`src/wpg_pkg.sv`:
```
package wpg_pkg;

	// ----------------------------------------------------------------
	// widths
	// ----------------------------------------------------------------
	localparam int FUNC_W = 12;
	localparam int VAL_W  = 16;

	// ----------------------------------------------------------------
	// protection setting codes, permitted is also the factory value
	// ----------------------------------------------------------------
	localparam logic [VAL_W-1:0] PROT_PERMIT   = 16'h0000;
	localparam logic [VAL_W-1:0] PROT_PROHIBIT = 16'h0001;
	localparam logic [VAL_W-1:0] PROT_RESET    = PROT_PERMIT;

	// ----------------------------------------------------------------
	// utility function codes
	// ----------------------------------------------------------------
	localparam logic [FUNC_W-1:0] FN_ALARM_HIST   = 12'h000;
	localparam logic [FUNC_W-1:0] FN_RANGE_A_LO   = 12'h002;
	localparam logic [FUNC_W-1:0] FN_OFFSET_MAN   = 12'h00F;
	localparam logic [FUNC_W-1:0] FN_PROTECT_SET  = 12'h010;
	localparam logic [FUNC_W-1:0] FN_OPT_RESET    = 12'h014;
	localparam logic [FUNC_W-1:0] FN_VIB_INIT     = 12'h01B;
	localparam logic [FUNC_W-1:0] FN_ORIGIN_SET   = 12'h020;
	localparam logic [FUNC_W-1:0] FN_POLARITY     = 12'h080;
	localparam logic [FUNC_W-1:0] FN_RANGE_B_LO   = 12'h200;
	localparam logic [FUNC_W-1:0] FN_RANGE_B_HI   = 12'h207;

	// ----------------------------------------------------------------
	// operator request kinds
	// ----------------------------------------------------------------
	typedef enum logic [1:0] {
		WPG_REQ_PARAM,
		WPG_REQ_UTIL,
		WPG_REQ_STORE
	} wpg_req_e;

	// true for functions that are refused while writes are prohibited
	function automatic logic wpg_restricted(input logic [FUNC_W-1:0] code);
		return ((code >= FN_RANGE_A_LO) && (code <= FN_OFFSET_MAN))
			|| (code == FN_OPT_RESET) || (code == FN_VIB_INIT)
			|| (code == FN_ORIGIN_SET) || (code == FN_POLARITY)
			|| ((code >= FN_RANGE_B_LO) && (code <= FN_RANGE_B_HI));
	endfunction

endpackage

```
`src/wpg_cls_if.sv`:
```
`timescale 1ns/1ps

// carries a function code to the classifier and its verdict back
interface wpg_cls_if;
	import wpg_pkg::*;
	logic [FUNC_W-1:0] code;
	logic              restricted;
	logic              offset_fn;

	modport asker (output code, input restricted, input offset_fn);
	modport judge (input code, output restricted, output offset_fn);
endinterface

```
`src/wpg_func_class.sv`:
```
`timescale 1ns/1ps

module wpg_func_class
(
	// classifier side of the carrier
	wpg_cls_if.judge cls
);
	import wpg_pkg::*;

	// ----------------------------------------------------------------
	// code decode
	// ----------------------------------------------------------------
	// read-only functions and the protect setting itself fall through
	assign cls.restricted = wpg_restricted(cls.code);
	assign cls.offset_fn  = (cls.code == FN_OFFSET_MAN);

endmodule // wpg_func_class

```
`src/wpg_gate.sv`:
```
`timescale 1ns/1ps

// Operation
// while prohibited, refuse parameter edits, flash refusal, return to main menu
// while prohibited, read-only functions 000, 011, 012, 01E, 030 still run
// while prohibited, refuse 002-00F, 014, 01B, 020, 080, 200-207 with refusal
// protection setting takes only 0000 permitted (default) or 0001 prohibited
// a stored value becomes the active state only at next power-up
// registering any other value gives an error indication
// valid value registered: flash completion, then back to setting display
// the protect setting function stays reachable while prohibited
// manual current offset adjust only while setting holds the permitted code
// setting lives in nonvolatile storage, read before serving any request
module wpg_gate
(
	// clock and power-on reset
	input  wire logic                        ref_clk,
	input  wire logic                        reset,
	// operator request
	input  wire logic                        req_valid,
	output logic                             req_ready,
	input  wire wpg_pkg::wpg_req_e           req_kind,
	input  wire logic [wpg_pkg::FUNC_W-1:0]  req_code,
	input  wire logic [wpg_pkg::VAL_W-1:0]   req_value,
	// verdict pulses
	output logic                             grant,
	output logic                             refusal_indication,
	output logic                             return_main,
	output logic                             done_flash,
	output logic                             error_flash,
	output logic                             return_setting,
	// status
	output logic                             prohibit_active,
	output logic [wpg_pkg::VAL_W-1:0]        setting_stored,
	output logic                             setting_loaded,
	// nonvolatile storage
	output logic                             nv_rd_req,
	input  wire logic                        nv_rd_valid,
	input  wire logic [wpg_pkg::VAL_W-1:0]   nv_rd_data,
	output logic                             nv_wr_req,
	output logic [wpg_pkg::VAL_W-1:0]        nv_wr_data,
	input  wire logic                        nv_wr_done
);
	import wpg_pkg::*;

	typedef enum logic [1:0] {S_LOAD_REQ, S_LOAD_WAIT, S_IDLE, S_STORE_WAIT} wpg_state_e;

	// ----------------------------------------------------------------
	// state and next values
	// ----------------------------------------------------------------
	wpg_state_e         state_reg,    state_next;
	logic               active_reg,   active_next;
	logic [VAL_W-1:0]   stored_reg,   stored_next;
	logic [VAL_W-1:0]   wdata_reg,    wdata_next;
	logic               grant_reg,    grant_next;
	logic               refuse_reg,   refuse_next;
	logic               done_reg,     done_next;
	logic               error_reg,    error_next;
	logic               rd_req_reg,   rd_req_next;
	logic               wr_req_reg,   wr_req_next;

	// ----------------------------------------------------------------
	// function classifier
	// ----------------------------------------------------------------
	wpg_cls_if cls ();
	assign cls.code = req_code;
	wpg_func_class u_class
	(
		.cls (cls)
	);

	// ----------------------------------------------------------------
	// request decode
	// ----------------------------------------------------------------
	// no request is served until the stored setting is loaded
	assign req_ready = (state_reg == S_IDLE);
	wire   req_take  = req_valid && req_ready;
	wire   val_ok    = (req_value == PROT_PERMIT) || (req_value == PROT_PROHIBIT);
	wire   param_bad = (req_kind == WPG_REQ_PARAM) && active_reg;
	// unlisted codes, the read-only ones and the protect function are let through
	wire   util_bad  = (req_kind == WPG_REQ_UTIL)
		&& ((active_reg && cls.restricted)
		|| (cls.offset_fn && (stored_reg != PROT_PERMIT)));
	wire   is_store  = (req_kind == WPG_REQ_STORE);

	// ----------------------------------------------------------------
	// next-state logic
	// ----------------------------------------------------------------
	always_comb
	begin
		state_next  = state_reg;
		active_next = active_reg;
		stored_next = stored_reg;
		wdata_next  = wdata_reg;
		grant_next  = 1'b0;
		refuse_next = 1'b0;
		done_next   = 1'b0;
		error_next  = 1'b0;
		rd_req_next = 1'b0;
		wr_req_next = 1'b0;
		unique case (state_reg)
			S_LOAD_REQ:
			begin
				rd_req_next = 1'b1;
				state_next  = S_LOAD_WAIT;
			end
			S_LOAD_WAIT:
			begin
				if (nv_rd_valid)
				begin
					// apart from the reset clear, the only place the active state is ever written
					stored_next = nv_rd_data;
					active_next = (nv_rd_data == PROT_PROHIBIT);
					state_next  = S_IDLE;
				end
			end
			S_IDLE:
			begin
				if (req_take)
				begin
					if (is_store)
					begin
						if (val_ok)
						begin
							wr_req_next = 1'b1;
							wdata_next  = req_value;
							state_next  = S_STORE_WAIT;
						end
						else
						begin
							error_next = 1'b1;
						end
					end
					else if (param_bad || util_bad)
					begin
						refuse_next = 1'b1;
					end
					else
					begin
						grant_next = 1'b1;
					end
				end
			end
			S_STORE_WAIT:
			begin
				if (nv_wr_done)
				begin
					// active state untouched until the next power-up
					stored_next = wdata_reg;
					done_next   = 1'b1;
					state_next  = S_IDLE;
				end
			end
		endcase
	end

	// ----------------------------------------------------------------
	// registers
	// ----------------------------------------------------------------
	always_ff @(posedge ref_clk)
	begin
		if (reset)
		begin
			state_reg  <= S_LOAD_REQ;
			active_reg <= 1'b0;
			stored_reg <= PROT_RESET;
			wdata_reg  <= PROT_RESET;
			grant_reg  <= 1'b0;
			refuse_reg <= 1'b0;
			done_reg   <= 1'b0;
			error_reg  <= 1'b0;
			rd_req_reg <= 1'b0;
			wr_req_reg <= 1'b0;
		end
		else
		begin
			state_reg  <= state_next;
			active_reg <= active_next;
			stored_reg <= stored_next;
			wdata_reg  <= wdata_next;
			grant_reg  <= grant_next;
			refuse_reg <= refuse_next;
			done_reg   <= done_next;
			error_reg  <= error_next;
			rd_req_reg <= rd_req_next;
			wr_req_reg <= wr_req_next;
		end
	end

	// ----------------------------------------------------------------
	// outputs
	// ----------------------------------------------------------------
	assign grant              = grant_reg;
	assign refusal_indication = refuse_reg;
	assign return_main        = refuse_reg;    // refusal always drops to main menu
	assign done_flash         = done_reg;
	assign return_setting     = done_reg;      // back to the setting display
	assign error_flash        = error_reg;
	assign prohibit_active    = active_reg;
	assign setting_stored     = stored_reg;
	assign setting_loaded     = (state_reg == S_IDLE) || (state_reg == S_STORE_WAIT);
	assign nv_rd_req          = rd_req_reg;
	assign nv_wr_req          = wr_req_reg;
	assign nv_wr_data         = wdata_reg;

	// ----------------------------------------------------------------
	// checks
	// ----------------------------------------------------------------
	refuse_param_a: assert property (@(posedge ref_clk) disable iff (reset)
		req_take && req_kind == WPG_REQ_PARAM && prohibit_active
		|=> refusal_indication && return_main && !grant)
		else $error("parameter edit not refused while prohibited");

	read_only_ok_a: assert property (@(posedge ref_clk) disable iff (reset)
		req_take && req_kind == WPG_REQ_UTIL && (req_code == FN_ALARM_HIST
		|| req_code == 12'h011 || req_code == 12'h012 || req_code == 12'h01E
		|| req_code == 12'h030) |=> grant && !refusal_indication)
		else $error("read-only function refused");

	refuse_util_a: assert property (@(posedge ref_clk) disable iff (reset)
		req_take && req_kind == WPG_REQ_UTIL && prohibit_active
		&& (req_code inside {[12'h002:12'h00F], 12'h014, 12'h01B, 12'h020,
		12'h080, [12'h200:12'h207]}) |=> refusal_indication && !grant)
		else $error("restricted function not refused");

	wr_code_valid_a: assert property (@(posedge ref_clk) disable iff (reset)
		nv_wr_req |-> (nv_wr_data == PROT_PERMIT || nv_wr_data == PROT_PROHIBIT))
		else $error("invalid protection code written");

	active_stable_a: assert property (@(posedge ref_clk) disable iff (reset)
		setting_loaded && $past(setting_loaded) |-> $stable(prohibit_active))
		else $error("active protection changed without power-up");

	bad_value_a: assert property (@(posedge ref_clk) disable iff (reset)
		req_take && is_store && !val_ok |=> error_flash && !nv_wr_req ##1 req_ready)
		else $error("invalid protection value not flagged");

	store_req_a: assert property (@(posedge ref_clk) disable iff (reset)
		req_take && is_store && val_ok |=> nv_wr_req && !done_flash && !req_ready)
		else $error("valid store did not start a write");

	// write latency is open ended, so the flash is tied to the done pulse itself
	done_seq_a: assert property (@(posedge ref_clk) disable iff (reset)
		state_reg == S_STORE_WAIT && nv_wr_done |=> done_flash && return_setting
		&& setting_stored == $past(wdata_reg) && $stable(prohibit_active))
		else $error("completion not flashed after store");

	protect_fn_a: assert property (@(posedge ref_clk) disable iff (reset)
		req_take && req_kind == WPG_REQ_UTIL && req_code == FN_PROTECT_SET |=> grant)
		else $error("protect setting function not reachable");

	offset_gate_a: assert property (@(posedge ref_clk) disable iff (reset)
		req_take && req_kind == WPG_REQ_UTIL && req_code == FN_OFFSET_MAN
		&& setting_stored != PROT_PERMIT |=> !grant && refusal_indication)
		else $error("offset adjust allowed without permitted code");

	load_first_a: assert property (@(posedge ref_clk) disable iff (reset)
		$rose(setting_loaded) |-> $past(nv_rd_valid) && !$past(setting_loaded))
		else $error("requests served before setting loaded");

endmodule // wpg_gate

```
`config.mk`:
```
export PLATFORM = sky130hd
export DESIGN_NAME = wpg_gate
export DESIGN_NICKNAME = d
export VERILOG_FILES = /design/src/wpg_pkg.sv /design/src/wpg_cls_if.sv /design/src/wpg_func_class.sv /design/src/wpg_gate.sv
export SDC_FILE = /design/constraint.sdc
export NUM_CORES = 1
export LEC_CHECK = 0
export ABC_AREA = 0
export BUFFER_PORTS_ARGS = -buffer_cell sky130_fd_sc_hd__clkbuf_2
export CORE_ASPECT_RATIO = 2
export CORE_MARGIN = 1
export CORE_UTILIZATION = 45
export DETAILED_ROUTE_END_ITERATION = 7
export PLACE_DENSITY = 0.77
export SETUP_SLACK_MARGIN = 0.15
export SLEW_MARGIN = 10
export SYNTH_ARGS = -nofsm -noshare
export SYNTH_HDL_FRONTEND = slang
export SYNTH_SLANG_ARGS = --single-unit
```
`constraint.sdc`:
```
create_clock -name ref_clk -period 2.6 [get_ports ref_clk]
set_clock_uncertainty 0.2 [all_clocks]
set_input_delay 0.13 -clock ref_clk [delete_from_list [all_inputs] [get_ports ref_clk]]
set_output_delay 0.13 -clock ref_clk [all_outputs]
set_load 0.005 [all_outputs]
```
* After elaboration in Yosys (flattened, before gate mapping) *
Cells that the tools add are included.

word-level totals
  flip-flop bits (word level) = 41
  input port bits = 51
  output and inout bits = 43
  word-level logic and storage cells = 78

cells by class
  magnitude comparators = 4
  equality and inequality tests = 17
  mux-type cells = 15
  bitwise gates (word level) = 4
  reduce and logical (&&, ||, !) cells = 28

operators with widths
  operator                                                                  count
  16-bit by 1-bit equality test with 1-bit output (second input constant)   2
  16-bit two-way mux                                                        2
  16-bit case mux with 2 select lines                                       1
  12-bit by 5-bit equality test with 1-bit output (second input constant)   2
  16-bit logical NOT                                                        1
  16-bit nonzero test                                                       1
  12-bit by 4-bit equality test with 1-bit output (second input constant)   1
  12-bit by 6-bit equality test with 1-bit output (second input constant)   1
  12-bit by 8-bit equality test with 1-bit output (second input constant)   1
  12-bit by 10-bit >= comparator with 1-bit output (second input constant)  1
  12-bit by 2-bit >= comparator with 1-bit output (second input constant)   1
  12-bit by 10-bit <= comparator with 1-bit output (second input constant)  1
  12-bit by 4-bit <= comparator with 1-bit output (second input constant)   1
  2-bit two-way mux                                                         5
  1-bit logical OR                                                          9
  2-bit case mux with 4 select lines                                        1
  4-bit OR reduction                                                        2
  1-bit logical AND                                                         7
  2-bit equality test (second input constant)                               3
  1-bit two-way mux                                                         6
  2-bit by 1-bit != test with 1-bit output (second input constant)          3
  5-bit AND reduction                                                       1
  2-bit by 1-bit equality test with 1-bit output (second input constant)    2
  2-bit logical NOT                                                         2
  7 further kinds                                                           11

* Logic depth before layout (Yosys ltp) *
  depth after elaboration = 12
  depth in mapped cells = 7
  gate-level depth less buffers = 5

* Cells and area by module *
Synthesis repeated with hierarchy kept, for this count alone.

second synthesis, totals
  cell total of the unflattened synthesis = 200
  area total of the unflattened synthesis = 1883.1 um^2

modules (own cells, without submodules)
  module          times used  cells each  area an instance (um^2)  seq. area each (um^2)
  wpg_gate        1           183         1770.4                   820.8
  wpg_func_class  1           17          112.6                    0.0

* Least setup slack after synthesis *
Ideal clock, no wire load.

  kind = flip-flop to flip-flop
  from = reg state_reg[1]
  to = reg stored_reg[10], in the netlist setting_stored[10]
  library setup time = 0.091 ns
  arrival time = 1.162 ns
  required time = 2.309 ns
  setup slack = 1.147 ns
  stages on the path, launching flop included = 6
  buffers on the path = 2
  clock period less this slack = 1.453 ns
  cell sequence = dfxtp_1 -> buf_2 -> nand2_1 -> clkbuf_1 -> nand2_1 -> a311oi_1

on the way
  longest elaborated chain between the ends = 3
  elaborated cells between the ends (all ways) = 7
  classes of those cells = eq/ne: 4; mux: 1; reduce/logical: 2

RTL lines
  item                                                                                   line             text
  start, declared                                                                        wpg_gate.sv:51   wpg_state_e state_reg, state_next;
  start signal, assigned                                                                 wpg_gate.sv:177  state_reg <= state_next;
  2-bit equality test or 2-bit by 1-bit equality test with 1-bit output (tied branches)  wpg_gate.sv:101  unique case (state_reg)
  2-bit != test (no source line) or 2-bit nonzero test (tied branches)                   --
  3-bit AND reduction (no source line)                                                   --
  end signal, assigned                                                                   wpg_gate.sv:179  stored_reg <= stored_next;
  end, declared                                                                          wpg_gate.sv:53   logic [VAL_W-1:0] stored_reg, stored_next;

Parallel ways exist; a longest one is shown, timed or not.
A chain may end at the register's enable or synchronous reset.

* Worst setup path after layout *
  from = reg stored_reg[6], in the netlist setting_stored[6]
  to = reg refuse_reg, in the netlist refusal_indication

on the way
  longest elaborated chain between the ends = 6

RTL lines
  item                  line             text
  16-bit nonzero test   wpg_gate.sv:83   || (cls.offset_fn && (stored_reg != PROT_PERMIT)));
  1-bit logical AND     wpg_gate.sv:83
  1-bit logical OR      wpg_gate.sv:83
  1-bit logical AND     wpg_gate.sv:82   && ((active_reg && cls.restricted)
  1-bit logical OR      wpg_gate.sv:134  else if (param_bad || util_bad)
  1-bit two-way mux     wpg_gate.sv:134
  end signal, assigned  wpg_gate.sv:182  refuse_reg <= refuse_next;
  end, declared         wpg_gate.sv:56   logic refuse_reg, refuse_next;

Every way passes these cells.

==> impl_metrics.csv <==
group,metric,value,unit
synthesis,ys.flop_type,"dfxtp_1",
sta,setup_slack,0.435,ns
die,ioPinCount,94,
synthesis,synth_area_per_cell,8.80,sq um
grt,grt_busiest_layer,"met2",
pwr,power,1.28,mW
die,design.core.area,3680,sq um
placement,port_buffers,93,
pwr,p_leak,1.13,nW
routing,first_pass_iters,4,
cells_and_area,design_area,2530,sq um
routing,drc,0,
sta,relSlewSlack,60.6,%
die,rows,31,
die,start_util,47.7,%
cts,cts-root-buf,"clkbuf_8",
cts,cts_tree,"done",
routing,wire_per_inst,13.2,um
cells_and_area,regArea,822,sq um
synthesis,syn_nets,251,
sta,tightestPinTransition,0.588,ns
grt,grt_antenna_before_repair,0,
setup_path,endpoint_kind,"flop",
sta,min_period_over_period,83.3,%
grt,use_met3,5.20,%
setup_path,worst_ep_arrival_time,2.15,ns
cts,path_clk_slew,0.08,ns
cells_and_area,num-nets-final,359,
grt,grt_use_total,24.4,%
placement,placed_cell_area,2210,sq um
synthesis,yosysSeqAreaShare,46.7,%
cts,cts.path.max_buffers,2,
synthesis,synth.area.top_cells,"dfxtp_1, a311oi_1, and2_1",
synthesis,synth_top_area_share,46.7,%
die,die-height,90.4,um
placement,preCtsSetupSlack,0.580,ns
setup_path,critPathRequiredTime,2.58,ns
routing,ant_nets,0,
sta,finalCriticalPeriod,2.17,ns
synthesis,netlist_instances,200,
sta,drv_slew,0,
pwr,powerDensity,507,nW/um^2
routing,drt_iter0_drc,23,
setup_path,path_class,"flop to flop",
synthesis,yosysTopAreaCell,"dfxtp_1",
cells_and_area,fill_cells,303,
hold_path,hp-class,"input pin to flop",
synthesis,ys_types,34,
synthesis,yosysWarningCount,0,
cells_and_area,syn2layout_area_growth,43.6,%
routing,num_vias,1850,
sta,finalHoldViolCount,0,
cells_and_area,final_cells,358,
pwr,max-vdd-ir-drop,0.000447,V
synthesis,ys_seq_elements,41,
cells_and_area,layout_common_cells,"clkbuf_2, dfxtp_1, dlygate4sd3_1, nand2_1, nor2_1",
setup_path,cp_max_fo,3,
placement,globalplace.congestion,0.777,
grt,grt_overflow,0,
grt,grt_pass1_vias,1758,
synthesis,syn_area,1760,sq um
placement,numPlacedInstances,327,
sta,rsz0062_at_grt,"false",
placement,place_hpwl,3620,um
cells_and_area,drive_gt1_share,35.0,%
grt,grt_max_degree,34,
die,chipWidth,46.2,um
sta,fmaxAchievable,0.462,GHz
cells_and_area,finalCoreUtilization,68.6,%
cells_and_area,layout_commonest_cell,"clkbuf_2",
grt,grt_util_met2,43.0,%
cts,h-tree-depth,2,
cts,worstSkewPairLatency,0.29,ns
synthesis,synth_edf_count,0,
flow_run,maxCapViolCount,0,
cells_and_area,n_antenna_cell,0,
grt,grt_util_met1,24.5,%
sta,setup_viol,0,
sta,whs,0.0852,ns
grt,grt_pass1_wl,7610,um
cts,cts_buffers,5,
routing,via_per_inst,5.17,
setup_path,critPathLaunchType,"flop",
synthesis,async_reset_ff_share,0,%
sta,finalSetupTns,0,ns
routing,routed_wirelength,4730,um
cells_and_area,multi_input_area,846,sq um
run_status,outcome,"complete, no violations",
cts,cts_num_sinks,41,
die,die-area,4180,sq um
cts,cts_setup_buffers,0,
worst paths after layout:
path,cells after the start,slack (ns),end,start
worst max register to register,5,0.43,refusal_indication,setting_stored[6]
worst max-delay path,5,0.43,refusal_indication,setting_stored[6]
worst min register to register,1,0.29,nv_wr_data[15],nv_wr_data[15]
worst min-delay path,4,0.09,error_flash,req_value[4]
final cells by class:
class / count / share of cell area (%)
multi-input cells: 141 / 33.5
flip-flops and latches: 41 / 32.5
repair buffers: 118 / 28.1
clock buffers: 6 / 2.87
well taps: 49 / 2.43
clock inverters: 2 / 0.396
inverters: 1 / 0.149
where the power goes:
group	internal [mW]	switching [mW]
clock network	0.186	0.200
registers	0.655	0.0251
logic	0.108	0.107
total	0.949	0.333
metal layers:
layer / vias up / wire, um
met3: 17 / 219
met1: 822 / 1820
li1: 936 / -
met5: - / 0
met4: 0 / 181
met2: 75 / 2510
kinds of logic after synthesis:
logic type / share of synthesized area, %
compound gates: 13.1
buf+inv: 5.41
flops: 46.7
mux: 1.71
simple gates: 33.1
critical path: stages (launching register included):
cell,delay (ns)
dfxtp_1,0.33
nor4_1,0.43
nand4_1,0.17
a41oi_2,0.30
nor4b_4,0.08
dlygate4sd3_1,0.55
cells in the mapped netlist (3+ instances only):
cell,n
a21oi_1,3
a311oi_1,16
and2_1,15
buf_2,4
buf_4,4
clkbuf_1,7
dfxtp_1,41
mux2i_1,3
nand2_1,22
nand2b_1,3
nand3_1,18
nand4_1,3
nor2_1,21
nor2b_1,4
nor3_1,7
nor4_1,11
what timing repair did:
action	CTS	global route
gates resized for setup	0	1
hold buffers	23	0
hold endpoints to repair	22	0
endpoints found under the setup margin	0	1
No activity file was read; power rests on OpenSTA's default activity.
